**src/wdt_pkg.sv**
```systemverilog
// Shared constants, register map and state type for the digital watchdog.
package wdt_pkg;

  // ----------------------------------------------------------------------
  // Bus and register map
  // ----------------------------------------------------------------------
  localparam int unsigned ADDR_W        = 8;
  localparam int unsigned DATA_W        = 32;
  localparam int unsigned BE_W          = 4;
  localparam logic [7:0]  WDOG_OFFSET   = 8'hd8;
  localparam logic [7:0]  STATUS_OFFSET = 8'hdc;

  // ----------------------------------------------------------------------
  // Watchdog counter/control register layout
  // ----------------------------------------------------------------------
  localparam int unsigned REG_W      = 8;
  localparam int unsigned CTRL_BIT   = 0;
  localparam int unsigned SR_BIT     = 1;
  localparam int unsigned PERIOD_HI  = 7;
  localparam int unsigned PERIOD_W   = 6;
  localparam int unsigned CNT_W      = 7;
  localparam logic [7:0]  WDOG_RESET = 8'hfe;
  localparam logic [6:0]  CNT_RESET  = 7'h7f;
  localparam logic [6:0]  CNT_EXPIRE = 7'h40;
  localparam logic [6:0]  CNT_ONE    = 7'h01;

  // ----------------------------------------------------------------------
  // Status register layout
  // ----------------------------------------------------------------------
  localparam int unsigned ST_ACTIVE_BIT = 0;
  localparam int unsigned ST_HWOPT_BIT  = 1;
  localparam int unsigned ST_HALT_BIT   = 2;

  // ----------------------------------------------------------------------
  // Timing, in oscillator clock cycles
  // ----------------------------------------------------------------------
  localparam int unsigned CLK_DIV           = 12;
  localparam int unsigned STEP_DIV          = 256;
  localparam int unsigned STEP_CYCLES       = CLK_DIV * STEP_DIV;
  localparam int unsigned MIN_PERIOD_CYCLES = 3072;
  localparam int unsigned MAX_PERIOD_CYCLES = 196608;
  localparam int unsigned STAB_CYCLES       = 2048;

  // ----------------------------------------------------------------------
  // Control states
  // ----------------------------------------------------------------------
  typedef enum logic [1:0] {ST_RUN, ST_STOPPED, ST_RST_HOLD} wdt_state_t;

endpackage

```
**src/wdt_tick_if.sv**
```systemverilog
// Carrier between the watchdog core and its period prescaler.
`timescale 1ns/1ps
interface wdt_tick_if;
  logic run;
  logic restart;
  logic step;

  modport ctl (output run, output restart, input step);
  modport pre (input run, input restart, output step);
endinterface

```
**src/wdt_prescaler.sv**
```systemverilog
// Prescaler that turns the oscillator clock into watchdog period steps.
`timescale 1ns/1ps
module wdt_prescaler #(
  parameter int unsigned CLK_DIV  = wdt_pkg::CLK_DIV,
  parameter int unsigned STEP_DIV = wdt_pkg::STEP_DIV
) (
  input  wire logic clk,
  input  wire logic nrst,
  wdt_tick_if.pre   bus
);
  import wdt_pkg::*;

  localparam int unsigned DIV_W  = $clog2(CLK_DIV);
  localparam int unsigned STEP_W = $clog2(STEP_DIV);

  logic [DIV_W-1:0]  div_q;
  logic [STEP_W-1:0] sub_q;
  logic              step_q;
  logic              div_last;
  logic              sub_last;

  assign div_last = (div_q == DIV_W'(CLK_DIV - 1));
  assign sub_last = (sub_q == STEP_W'(STEP_DIV - 1));
  assign bus.step = step_q;

  // ----------------------------------------------------------------------
  // Divide by twelve, then by the sub-step count
  // ----------------------------------------------------------------------
  // A halted oscillator freezes both stages, so counting resumes exactly.
  always_ff @(posedge clk)
  begin
    if (!nrst || bus.restart)
    begin
      div_q <= '0;
    end
    else if (bus.run)
    begin
      div_q <= div_last ? '0 : div_q + DIV_W'(1);
    end
  end

  always_ff @(posedge clk)
  begin
    if (!nrst || bus.restart)
    begin
      sub_q <= '0;
    end
    else if (bus.run && div_last)
    begin
      sub_q <= sub_last ? '0 : sub_q + STEP_W'(1);
    end
  end

  always_ff @(posedge clk)
  begin
    if (!nrst || bus.restart)
    begin
      step_q <= 1'b0;
    end
    else
    begin
      step_q <= bus.run && div_last && sub_last;
    end
  end

endmodule

```
**src/digital_watchdog_timer.sv**
```systemverilog
// Digital watchdog: reloadable downcounter, reset generator and stop control.
`timescale 1ns/1ps
//
// Overview of operation
// Active counter reaching zero resets the chip.
// Software reloads the period before it expires.
// Software option: inactive until control bit written.
// Once active, only a reset deactivates it.
// Hardware option: always counting, never stoppable.
// Hardware option: stop behaves as wait.
// Inactive watchdog lets stop halt the oscillator.
// Wake from stop resumes counting from held state.
// Register resets to fe, longest period.
// Writing software-reset bit low resets immediately.
// Period bits map to counter in reverse.
// Counter bit six falling triggers the reset.
// Sixty-four periods from 3072 to 196608 cycles.
// Watchdog clock is the clock divided by twelve.
// Hardware option forces the control bit high.
// Inactive counter is a free 7-bit timer.
// Watchdog reset includes the stabilisation delay.
// Each period step lasts 3072 clock cycles.
module digital_watchdog_timer #(
  parameter int unsigned STAB_LEN = wdt_pkg::STAB_CYCLES
) (
  input  wire logic                        clk,
  input  wire logic                        nrst,
  input  wire logic                        hw_option_pin,
  input  wire logic                        cpu_stop_req,
  input  wire logic                        wake_irq,
  input  wire logic [wdt_pkg::ADDR_W-1:0]  avs_address,
  input  wire logic                        avs_read,
  input  wire logic                        avs_write,
  input  wire logic [wdt_pkg::DATA_W-1:0]  avs_writedata,
  input  wire logic [wdt_pkg::BE_W-1:0]    avs_byteenable,
  output      logic [wdt_pkg::DATA_W-1:0]  avs_readdata,
  output      logic                        avs_waitrequest,
  output      logic                        osc_halt,
  output      logic                        chip_rst_req
);
  import wdt_pkg::*;

  localparam int unsigned STAB_W = $clog2(STAB_LEN + 1);
  localparam int unsigned GAP_W  = $clog2(STEP_CYCLES + 1);

  logic                hw_sync1_q;
  logic                hw_sync2_q;
  logic                hw_opt_q;
  logic                c_q;
  logic [CNT_W-1:0]    cnt_q;
  wdt_state_t          state_q;
  wdt_state_t          state_d;
  logic [STAB_W-1:0]   stab_q;
  logic                waitreq_q;
  logic [DATA_W-1:0]   rdata_q;
  logic                osc_halt_q;
  logic                chip_rst_q;
  logic                active;
  logic                wr_ack;
  logic                rd_ack;
  logic                wr_wd;
  logic                sw_rst;
  logic                expire;
  logic                rst_evt;
  logic                stab_done;
  logic [CNT_W-1:0]    wd_cnt;
  logic [REG_W-1:0]    wd_view;
  logic [DATA_W-1:0]   rd_mux;

  wdt_tick_if tick_bus ();

  wdt_prescaler #(
    .CLK_DIV  (CLK_DIV),
    .STEP_DIV (STEP_DIV)
  ) u_prescaler (
    .clk  (clk),
    .nrst (nrst),
    .bus  (tick_bus.pre)
  );

  // ----------------------------------------------------------------------
  // Activation option strap
  // ----------------------------------------------------------------------
  // The strap is caught while reset is held, so it must settle two clocks
  // before release; a later change of the pin has no effect.
  always_ff @(posedge clk)
  begin
    hw_sync1_q <= hw_option_pin;
    hw_sync2_q <= hw_sync1_q;
  end

  always_ff @(posedge clk)
  begin
    if (!nrst)
    begin
      hw_opt_q <= hw_sync2_q;
    end
  end

  assign active = hw_opt_q || c_q;

  // ----------------------------------------------------------------------
  // Bus access decode
  // ----------------------------------------------------------------------
  assign wr_ack  = avs_write && !waitreq_q;
  assign rd_ack  = avs_read && !waitreq_q;
  assign wr_wd   = wr_ack && (avs_address == WDOG_OFFSET) && avs_byteenable[0]
                   && (state_q != ST_RST_HOLD);
  assign sw_rst  = wr_wd && !avs_writedata[SR_BIT];
  assign expire  = active && tick_bus.step && (state_q == ST_RUN)
                   && (cnt_q == CNT_EXPIRE) && !wr_wd;
  assign rst_evt = sw_rst || expire;

  // Period bits are stored reversed against the physical counter.
  for (genvar i = 0; i < PERIOD_W; i++)
  begin : g_period_map
    assign wd_cnt[i]            = avs_writedata[PERIOD_HI - i];
    assign wd_view[PERIOD_HI - i] = cnt_q[i];
  end
  assign wd_cnt[CNT_W-1]   = avs_writedata[SR_BIT];
  assign wd_view[SR_BIT]   = cnt_q[CNT_W-1];
  assign wd_view[CTRL_BIT] = active;

  always_comb
  begin
    rd_mux = '0;
    if (avs_address == WDOG_OFFSET)
    begin
      rd_mux[REG_W-1:0] = wd_view;
    end
    else if (avs_address == STATUS_OFFSET)
    begin
      rd_mux[ST_ACTIVE_BIT] = active;
      rd_mux[ST_HWOPT_BIT]  = hw_opt_q;
      rd_mux[ST_HALT_BIT]   = osc_halt_q;
    end
  end

  // ----------------------------------------------------------------------
  // Avalon slave handshake
  // ----------------------------------------------------------------------
  // Every access costs one wait cycle, which keeps read data registered.
  always_ff @(posedge clk)
  begin
    if (!nrst)
    begin
      waitreq_q <= 1'b1;
    end
    else
    begin
      waitreq_q <= !((avs_read || avs_write) && waitreq_q);
    end
  end

  always_ff @(posedge clk)
  begin
    if (!nrst)
    begin
      rdata_q <= '0;
    end
    else if (avs_read && waitreq_q)
    begin
      rdata_q <= rd_mux;
    end
  end

  // ----------------------------------------------------------------------
  // Control bit and downcounter
  // ----------------------------------------------------------------------
  always_ff @(posedge clk)
  begin
    if (!nrst || rst_evt || state_q == ST_RST_HOLD)
    begin
      c_q <= WDOG_RESET[CTRL_BIT];
    end
    else if (wr_wd && avs_writedata[CTRL_BIT])
    begin
      c_q <= 1'b1;
    end
  end

  always_ff @(posedge clk)
  begin
    if (!nrst || rst_evt || state_q == ST_RST_HOLD)
    begin
      cnt_q <= CNT_RESET;
    end
    else if (wr_wd)
    begin
      cnt_q <= wd_cnt;
    end
    else if (tick_bus.step)
    begin
      cnt_q <= cnt_q - CNT_ONE;
    end
  end

  // ----------------------------------------------------------------------
  // Run, stop and reset-hold sequencing
  // ----------------------------------------------------------------------
  assign stab_done = (stab_q == STAB_W'(STAB_LEN - 1));

  always_comb
  begin
    state_d = state_q;
    unique case (state_q)
      ST_RUN:
      begin
        if (rst_evt)
        begin
          state_d = ST_RST_HOLD;
        end
        else if (cpu_stop_req && !active)
        begin
          state_d = ST_STOPPED;
        end
      end
      ST_STOPPED:
      begin
        // The bus stays live while the oscillator is halted, so a software reset must still win.
        if (rst_evt)
        begin
          state_d = ST_RST_HOLD;
        end
        else if (wake_irq)
        begin
          state_d = ST_RUN;
        end
      end
      ST_RST_HOLD:
      begin
        if (stab_done)
        begin
          state_d = ST_RUN;
        end
      end
    endcase
  end

  always_ff @(posedge clk)
  begin
    if (!nrst)
    begin
      state_q <= ST_RUN;
    end
    else
    begin
      state_q <= state_d;
    end
  end

  always_ff @(posedge clk)
  begin
    if (!nrst || state_q != ST_RST_HOLD)
    begin
      stab_q <= '0;
    end
    else
    begin
      stab_q <= stab_q + STAB_W'(1);
    end
  end

  always_ff @(posedge clk)
  begin
    if (!nrst)
    begin
      osc_halt_q <= 1'b0;
      chip_rst_q <= 1'b0;
    end
    else
    begin
      osc_halt_q <= (state_d == ST_STOPPED);
      chip_rst_q <= (state_d == ST_RST_HOLD);
    end
  end

  // Counting freezes with the oscillator and during reset hold; a reload restarts the step.
  assign tick_bus.run     = (state_q == ST_RUN);
  assign tick_bus.restart = wr_wd || (state_q == ST_RST_HOLD);

  assign avs_readdata    = rdata_q;
  assign avs_waitrequest = waitreq_q;
  assign osc_halt        = osc_halt_q;
  assign chip_rst_req    = chip_rst_q;

  // ----------------------------------------------------------------------
  // Checks
  // ----------------------------------------------------------------------
  logic [GAP_W-1:0] gap_q;

  always_ff @(posedge clk)
  begin
    if (!nrst || tick_bus.restart)
    begin
      gap_q <= '0;
    end
    else if (tick_bus.run)
    begin
      gap_q <= tick_bus.step ? GAP_W'(1) : gap_q + GAP_W'(1);
    end
  end
endmodule

```
**config.mk**
```make
export PLATFORM = sky130hd
export DESIGN_NAME = digital_watchdog_timer
export DESIGN_NICKNAME = d
export VERILOG_FILES = /design/src/wdt_pkg.sv /design/src/wdt_tick_if.sv /design/src/wdt_prescaler.sv /design/src/digital_watchdog_timer.sv
export SDC_FILE = /design/constraint.sdc
export NUM_CORES = 1
export LEC_CHECK = 0
export BUFFER_PORTS_ARGS = -buffer_cell sky130_fd_sc_hd__buf_2
export CELL_PAD_IN_SITES_DETAIL_PLACEMENT = 0
export CELL_PAD_IN_SITES_GLOBAL_PLACEMENT = 2
export CORE_MARGIN = 4
export CORE_UTILIZATION = 28
export DETAILED_ROUTE_END_ITERATION = 6
export MAX_ROUTING_LAYER = met4
export PLACE_DENSITY = 0.88
export SYNTH_ARGS = -nofsm -noshare
export SYNTH_HDL_FRONTEND = slang
export SYNTH_SLANG_ARGS = --single-unit
```
**constraint.sdc**
```tcl
create_clock -name clk -period 3.4 [get_ports clk]
set_input_delay 0.34 -clock clk [delete_from_list [all_inputs] [get_ports clk]]
set_output_delay 0.34 -clock clk [all_outputs]
set_load 0.02 [all_outputs]
```
# Word level (Yosys, flattened, before mapping)
# Index checks and enable logic that the tools add are counted.
dict set report word_totals {
  output_inout_bits 35
  word_cells 73
  regBits 49
  inputBits 51
}
dict set report op_classes {
  n_eq_ne 11
  reduce_logical 31
  n_mux 13
  addsub 4
}
# cell n
set op_table {}
lappend op_table {{equality test 8 bit, second input constant} 3}
lappend op_table {{logical AND 1 bit} 15}
lappend op_table {{2-to-1 mux 7 bit} 2}
lappend op_table {{adder 12 x 1 -> 12 bit, second input constant} 1}
lappend op_table {{equality test 12 x 11 -> 1 bit, second input constant} 1}
lappend op_table {{2-to-1 mux 2 bit} 5}
lappend op_table {{adder 8 x 1 -> 8 bit, second input constant} 1}
lappend op_table {{logical OR 1 bit} 8}
lappend op_table {{2-to-1 mux 8 bit} 1}
lappend op_table {{equality test 7 bit, second input constant} 1}
lappend op_table {{subtractor 7 x 1 -> 7 bit, second input constant} 1}
lappend op_table {{logical NOT 1 bit} 6}
lappend op_table {{2-to-1 mux 3 bit} 2}
lappend op_table {{one-hot mux 2 bit (3 select lines)} 1}
lappend op_table {{2-to-1 mux 5 bit} 1}
lappend op_table {{adder 4 x 1 -> 4 bit, second input constant} 1}
lappend op_table {{equality test 2 x 1 -> 1 bit, second input constant} 2}
lappend op_table {{equality test 2 bit, second input constant} 2}
lappend op_table {{equality test 4 bit, second input constant} 1}
lappend op_table {{2-to-1 mux 4 bit} 1}
lappend op_table {{logical NOT 2 bit} 1}
lappend op_table {{!= test 2 bit, second input constant} 1}
lappend op_table {{nonzero test 2 bit} 1}

# Depth between registers and ports, before layout
# Gate-level depths: netlist (run 1).
dict set report depth {
  ltp_word 11
  mapped_depth 9
  mapped_depth_nobuf 7
}

# Hierarchy
# From an unflattened synthesis (run 1), not the netlist that was laid out.
dict set report unflattened {
  hier_cells 273
  hier_area_um2 2457.4
}
# module instances area_each_um2 cells_per_inst seq_area_each_um2
set modules_own_cells {}
lappend modules_own_cells {digital_watchdog_timer 1 1835.5 205 730.7}
lappend modules_own_cells {wdt_prescaler 1 621.8 68 260.2}

# Worst setup path after synthesis (run 1)
# OpenSTA, ideal clock, no wires.
dict set report synth_timing {
  path_type {flip-flop to flip-flop}
  startpoint {reg state_q[0]}
  endpoint {reg cnt_q[2]}
  stages_incl_launch_ff 10
  path_slack_ns 1.045
  arrival_ns 2.211
  synth_period_minus_slack_ns 2.355
  setup_time_ns 0.144
  path_buffers 2
  required_time_ns 3.256
  path_cell_list {dfxtp_1 > inv_1 > ha_1 > buf_6 > nand4bb_1 > or4_4 > buf_6 > mux2i_4 > nor3_1 > o21ai_0}
}
dict set report synth_via {
  elab_chain_cells 7
  word_cells_on_any_way 14
  classes_between {2 x eq/ne; 1 x mux; 11 x reduce/logical}
}
# element line
set synth_rtl {}
lappend synth_rtl {{start, declared} digital_watchdog_timer.sv:51} ;# wdt_state_t state_q;
lappend synth_rtl {{start signal, assigned} digital_watchdog_timer.sv:248} ;# state_q <= state_d;
lappend synth_rtl {{!= test 2 bit / logical NOT 2 bit (equally long branches)} {digital_watchdog_timer.sv:108, digital_watchdog_timer.sv:110}}
lappend synth_rtl {{logical AND 1 bit (on tied branches)} {digital_watchdog_timer.sv:108, digital_watchdog_timer.sv:110}}
lappend synth_rtl {{logical NOT 1 bit / logical AND 1 bit (equally long branches)} digital_watchdog_timer.sv:111} ;# && (cnt_q == CNT_EXPIRE) && !wr_wd;
lappend synth_rtl {{logical AND 1 bit} digital_watchdog_timer.sv:111}
lappend synth_rtl {{logical OR 1 bit} digital_watchdog_timer.sv:112} ;# assign rst_evt = sw_rst || expire;
lappend synth_rtl {{logical OR 1 bit (2 in a row)} digital_watchdog_timer.sv:184} ;# if (!nrst || rst_evt || state_q == ST_RST_HOLD)
lappend synth_rtl {{end signal, assigned} digital_watchdog_timer.sv:190} ;# cnt_q <= wd_cnt;
lappend synth_rtl {{end signal, assigned} digital_watchdog_timer.sv:194} ;# cnt_q <= cnt_q - CNT_ONE;
lappend synth_rtl {{end, declared} digital_watchdog_timer.sv:50} ;# logic [CNT_W-1:0] cnt_q;
# Parallel ways exist; a longest one is shown, timed or not.
# A chain may end at the register's enable or synchronous reset.

# Worst setup path in the final report (run 1)
dict set report layout_timing {
  startpoint {reg state_q[0]}
  endpoint {reg osc_halt_q (netlist: osc_halt)}
}
dict set report layout_via {
  elab_chain_cells 8
  word_cells_on_any_way 18
  classes_between {4 x eq/ne; 6 x mux; 8 x reduce/logical}
}
# element line
set layout_rtl {}
lappend layout_rtl {{!= test 2 bit / logical NOT 2 bit (equally long branches)} {digital_watchdog_timer.sv:108, digital_watchdog_timer.sv:110, digital_watchdog_timer.sv:206}}
lappend layout_rtl {{logical AND 1 bit (on tied branches)} {digital_watchdog_timer.sv:108, digital_watchdog_timer.sv:110}}
lappend layout_rtl {{logical NOT 1 bit / logical AND 1 bit (equally long branches)} digital_watchdog_timer.sv:111}
lappend layout_rtl {{logical AND 1 bit} digital_watchdog_timer.sv:111}
lappend layout_rtl {{logical OR 1 bit} digital_watchdog_timer.sv:112}
lappend layout_rtl {{2-to-1 mux 2 bit (on tied branches)} {digital_watchdog_timer.sv:221, digital_watchdog_timer.sv:209}}
lappend layout_rtl {{one-hot mux 2 bit (3 select lines) (*)} digital_watchdog_timer.sv:206} ;# unique case (state_q)
lappend layout_rtl {{equality test 2 x 1 -> 1 bit (*)} digital_watchdog_timer.sv:273} ;# osc_halt_q <= (state_d == ST_STOPPED);
lappend layout_rtl {{end signal, assigned} digital_watchdog_timer.sv:273}
lappend layout_rtl {{end, declared} digital_watchdog_timer.sv:56} ;# logic osc_halt_q;
# Every way passes the cells marked *; elsewhere a longest branch is shown, timed or not.

==> results.tsv, run 1 <==
stage	metric	value	unit
drt	ant_nets	0	
drt	drc	0	
clock_tree	cts.clk_slew.worst_paths	90	ps
floorplan	dieArea	9970	sq um
sta	fin_crit_sh	0.744	
worst_setup_path	slowest_delay	630	ps
layout	area_delta_synth_final	12.7	%
worst_setup_path	rr_worst_depth	7	
layout	final_cell_count_no_fill	405	
clock_tree	ctsHoldBuffers	0	
floorplan	placementRows	33	
worst_setup_path	worstPathCellList	inv_1 -> ha_1 -> nand4bb_1 -> or4_4 -> mux2i_4 -> a211oi_2 -> and3_1	
drt	route.vias.total	1784	
global_route	grt_max_degree	15	
clock_tree	postCtsSetupBuffers	0	
logic_synthesis	synth_area_leaders	dfxtp_1, buf_4, nor2_1	
logic_synthesis	synth_top_area_share	0.407	
worst_setup_path	startpoint_type	flip-flop	
global_route	grt_first_pass_wirelength	7.47	mm
sta	setup-violations-final	0	
logic_synthesis	post_synth_num_cell_types	45	
worst_setup_path	slowest_stage	or4_4	
layout	multiInputGateArea	1220	sq um
clock_tree	cts-htree-levels	2	
sta	hold_viol_final	0	
sta	worst_slack	871	ps
floorplan	core_area	8220	sq um
logic_synthesis	yosysTopAreaCell	dfxtp_1	
clock_tree	cts_buffers	5	
worst_setup_path	r2r-end	osc_halt	
power_and_ir_drop	leakage	0.00107	uW
clock_tree	clockBufferDepth	2	
floorplan	io_pins	86	
logic_synthesis	ys_ff_latch	49	
global_route	grt_remaining_overflow	0	
worst_setup_path	critPathKind	flip-flop to flip-flop	
worst_setup_path	worstSetupEndpoint	osc_halt	
status	status	finished, final reports clean	
worst_setup_path	setup.worst_path.end_class	flip-flop	
place	dpl_worst_slack	894	ps
worst_setup_path	cp_max_fo	9	
global_route	track_usage	0.0958	
drt	drt_iter0_markers	57	
sta	rsz0062_at_grt	false	
worst_setup_path	required	3640	ps
place	dp_cells	397	
global_route	use_met3	0.0306	
logic_synthesis	syn_area	2360	sq um
floorplan	chipHeight	99.8	um
min_path	hold_class	input pin to flip-flop	
job	cap_violations	0	
global_route	grt_pass1_vias	1612	
place	gp_congestion	0.761	
drt	via_per_inst	4.40	
global_route	use_met1	0.127	
place	portBuffers	34	
power_and_ir_drop	powerDensity	411	nW/um^2
clock_tree	cts.sinks	49	
place	dp_hpwl	3.61	mm
drt	finalWirelength	4.73	mm
logic_synthesis	yosysWarnings	0	
global_route	busiest_layer	met2	
floorplan	dieWidth	99.8	um
layout	ff_latch_area	991	sq um
logic_synthesis	synth-edff-count	1	
clock_tree	ctsResizeCount	0	
sta	slew_violations	0	
worst_setup_path	cp_data_arrival_time	2770	ps
logic_synthesis	avgSynthCellArea	9.01	sq um
sta	max_freq	395	MHz
drt	routedWlPerCell	11.7	um
layout	diodes	0	
logic_synthesis	synth_async_sr_flop_share	0	
clock_tree	tritoncts	yes	
global_route	grtUsageMet2	0.134	
layout	n_fill_cell	875	
drt	dr.pass1.iters	4	
logic_synthesis	ys_seq_area_frac	0.420	
worst_setup_path	r2r_slack	870	ps
logic_synthesis	syn_inst	262	
clock_tree	root_buffer	clkbuf_8	
worst_setup_path	cp-startpoint	state_q[0]	
logic_synthesis	yosysMostFrequentCell	dfxtp_1	
logic_synthesis	synthTopCellsByCount	dfxtp_1, nor2_1, buf_4	
sta	fin_crit	2530	ps
layout	layout-drive-gt1-share	0.177	
global_route	antenna_found_initial	0	
sta	skew	11.1	ps
sta	setup_tns	0	ps
power_and_ir_drop	ir_drop	0.134	mV
logic_synthesis	synth_ff_type	dfxtp_1	
worst_setup_path	timing.rr.start	state_q[0]	
floorplan	initial_core_util	0.287	
layout	fin_nets	358	
clock_tree	worstSkewPairLatency	300	ps
## cell families after synthesis
group / Yosys count / synth area share
AND/OR/NAND/NOR: 112 / 0.236
other: 1 / 0.00159
adder cells (fa/ha/maj): 8 / 0.0424
flip-flops: 49 / 0.420
buffers and inverters: 36 / 0.102
AO/OA/AOI/OAI: 27 / 0.0816
multiplexers: 6 / 0.0318
XOR/XNOR: 23 / 0.0853
## final cells by class
cell class / count / share of cell area
Clock buffer: 8 / 0.0418
Inverter: 7 / 0.00987
Multi-Input combinational cell: 200 / 0.457
Sequential cell: 49 / 0.372
Tap cell: 105 / 0.0494
Timing Repair Buffer: 36 / 0.0696
## worst max-delay path: cells and delay by family (launching register included)
kind | cells | cell delay [ps]
compound gates | 1 | 300
fa+ha+maj | 1 | 320
buf+inv | 1 | 80
flops | 1 | 380
mux | 1 | 240
simple gates | 3 | 1160
## worst min path at each step
| stage | from | to | cells after the start |
|---|---|---|---|
| final | hw_option_pin | hw_sync1_q | 1 |
| after global routing | hw_option_pin | hw_sync1_q | 1 |
| after CTS | hw_option_pin | hw_sync1_q | 1 |
| after detailed placement | hw_sync1_q | hw_sync2_q | 0 |
| after global placement | hw_sync1_q | hw_sync2_q | 0 |
| after floorplan | hw_sync1_q | hw_sync2_q | 0 |
## metal layers
layer | wire, um | vias up
met5 | 0 | -
met4 | 80 | 0
met3 | 406 | 6
met2 | 1940 | 50
met1 | 2310 | 805
li1 | - | 923
## registers in the layout (all words and copies together) (netlist names), 2 cells and up
| register | flops |
|---|---|
| stab_q | 12 |
| u_prescaler.div_q | 4 |
| avs_readdata | 8 |
| state_q | 2 |
| cnt_q | 7 |
| u_prescaler.sub_q | 8 |
## power by group
| group | switching [uW] | internal, uW |
|---|---|---|
| registers | 8.21 | 586 |
| clock network | 193 | 211 |
| logic | 62.7 | 32.5 |
| total | 264 | 829 |
## per-stage QoR
stage / power, uW / cell area, sq um / hold WS [ps] / util
final: 1090 / 2660 / 159 / 0.324
after detailed placement: 703 / 2550 / 312 / 0.310
after CTS: 1110 / 2660 / 149 / 0.324
after global placement: 701 / 2550 / 314 / 0.310
after floorplan: 694 / 2450 / 310 / -
after global routing: 1140 / 2660 / 145 / 0.324
## layout by cell type (no fill, tap or decap), types with 3 or more instances in the layout
master | Yosys | routed
dfxtp_1 | 48 | 48
buf_2 | 0 | 34
nand2_1 | 16 | 16
mux2i_1 | 3 | 3
nor3_1 | 7 | 7
a22oi_1 | 7 | 7
o21ai_0 | 7 | 7
xnor2_1 | 13 | 13
inv_1 | 7 | 7
nand2b_1 | 3 | 3
xor2_1 | 10 | 10
nand3_1 | 8 | 8
clkbuf_8 | 0 | 6
and3_1 | 3 | 3
ha_1 | 8 | 8
a21oi_1 | 7 | 7
or3_1 | 4 | 4
nand4_1 | 8 | 8
conb_1 | 1 | 24
nor2_1 | 47 | 47
Note: power is estimated with default switching activity, not from simulation.
==> run 2: changes to the inputs <==
==> constraint.sdc (replaced) <==
create_clock -name clk -period 2.6 [get_ports clk]
set_input_delay 0.26 -clock clk [delete_from_list [all_inputs] [get_ports clk]]
set_output_delay 0.26 -clock clk [all_outputs]
set_load 0.02 [all_outputs]
==> run 2 against run 1 <==
  * Power increased by 24%
  * Flip-flop and latch count unchanged
  * Combinational power increased by 30%
  * First-iteration DRC count decreased by 44%
  * Critical path depth unchanged
  * Cell count increased by 1.2%
  * Sequential share of layout area decreased by 0.10 points
  * Clock power increased by 12%
  * Critical path type unchanged
  * Largest power group unchanged
  * Highest routed layer unchanged
==> results.tsv, run 2 (synthesized netlist as in run 1, its figures left out) <==
stage	metric	value	unit
status	status	finished, final reports clean	
drt	dr.pass1.iters	4	
job	cap_violations	0	
global_route	grt_remaining_overflow	0	
global_route	grt_pass1_vias	1674	
floorplan	io_pins	86	
floorplan	placementRows	33	
power_and_ir_drop	pwr-share-comb	0.092	
global_route	grt_first_pass_wirelength	7.87	mm
drt	routedWlPerCell	11.5	um
layout	fin_nets	361	
sta	fin_crit_sh	0.889	
power_and_ir_drop	powerDensity	508	nW/um^2
layout	max_flop_register	stab_q	
place	gp_congestion	0.764	
floorplan	core_area	8220	sq um
layout	layout_common_cells	dfxtp_1, nor2_1, buf_2	
sta	rsz0062_at_grt	false	
power_and_ir_drop	intPower	1020	uW
clock_tree	cts_buffers	5	
sta	hold_viol_final	0	
min_path	hold_class	input pin to flip-flop	
worst_setup_path	critPathKind	flip-flop to flip-flop	
power_and_ir_drop	total_power	1350	uW
layout	fin_util	0.325	
clock_tree	root_buffer	clkbuf_8	
floorplan	chipHeight	99.8	um
power_and_ir_drop	leakage	0.00107	uW
sta	skew	14.1	ps
clock_tree	ctsResizeCount	0	
clock_tree	ctsHoldBuffers	0	
sta	slew_violations	0	
sta	max_freq	432	MHz
worst_setup_path	r2r_slack	290	ps
clock_tree	cts-htree-levels	2	
worst_setup_path	cp_data_arrival_time	2550	ps
global_route	grt_max_degree	15	
global_route	track_usage	0.0993	
clock_tree	worstSkewPairLatency	300	ps
drt	via_per_inst	4.35	
floorplan	dieWidth	99.8	um
drt	drt_iter0_markers	32	
clock_tree	cts.sinks	49	
drt	finalWirelength	4.70	mm
worst_setup_path	required	2840	ps
drt	drc	0	
worst_setup_path	setup.worst_path.end_class	flip-flop	
clock_tree	postCtsSetupBuffers	0	
sta	setup_tns	0	ps
power_and_ir_drop	seqPwrFrac	0.574	
layout	layout-drive-gt1-share	0.185	
floorplan	dieArea	9970	sq um
power_and_ir_drop	power.switching	334	uW
clock_tree	cts.clk_slew.worst_paths	90	ps
power_and_ir_drop	p_sw_frac	0.246	
clock_tree	tritoncts	yes	
sta	setup-violations-final	0	
layout	final_common_cell	dfxtp_1	
clock_tree	clockBufferDepth	2	
sta	hold_slack	79.7	ps
place	portBuffers	34	
power_and_ir_drop	ir_drop	0.189	mV
layout	area_delta_synth_final	13.0	%
place	dp_hpwl	3.63	mm
global_route	antenna_found_initial	3	
floorplan	initial_core_util	0.287	
sta	fin_crit	2310	ps
layout	largest_reg_flops	12	
drt	ant_nets	0	
drt	route.vias.total	1783	
worst_setup_path	startpoint_type	flip-flop	
worst_setup_path	cp_max_fo	8	
power_and_ir_drop	p_clk_frac	0.334	
-- run 2: cell count changes in the layout (fill, tap and decap cells not counted) --
cell / delta
buf_4: +3
diode_2: +3
clkbuf_1: -1
clkbuf_16: -1
inv_4: +1
-- run 2: power by group through the flow --
stage	Combinational (uW)	Clock [uW]	Sequential (uW)
2_1_floorplan	111	0	796
3_3_place_gp	123	0	795
3_5_place_dp	123	0	795
4_1_cts	125	475	778
5_1_grt	137	507	781
6_report	124	453	778
-- run 2: final cells by class --
class | count | area, sq um
diodes | 3 | 7.51
well taps | 105 | 131
multi-input cells | 200 | 1220
fillers | 849 | 5550
inverters | 7 | 26.3
clock inverters | 1 | 6.26
clock buffers | 6 | 82.6
flip-flops and latches | 49 | 991
repair buffers | 39 | 208
-- run 2: final timing paths --
| path | end | start | cells after the start |
|---|---|---|---|
| max | osc_halt | state_q[0] | 7 |
| min | hw_sync1_q | hw_option_pin | 1 |
| max reg2reg | osc_halt | state_q[0] | 7 |
| min reg2reg | hw_sync2_q | hw_sync1_q | 0 |
-- run 2: per-stage QoR --
step                instances  worst slack, ps  instance area, sq um
floorplan                 285              245                  2450
global placement          400              268                  2570
detailed placement        400              297                  2570
CTS                       407              295                  2660
global route              410              159                  2670
finish                    410              288                  2670
-- run 2: worst max-delay path: stages (launching register included) --
cell and delay (ps):
dfxtp_1 390, inv_1 80, ha_1 210, nand4bb_1 230, or4_4 630, mux2i_4 240, a211oi_2 280, and3_1 200
-- run 2: routing by layer --
metal	part of all wire	global-route usage	vias up
met1	0.47	0.131	798
met5	0	-	-
met4	0.021	0.0399	0
met3	0.098	0.0368	7
li1	-	-	930
met2	0.41	0.136	48
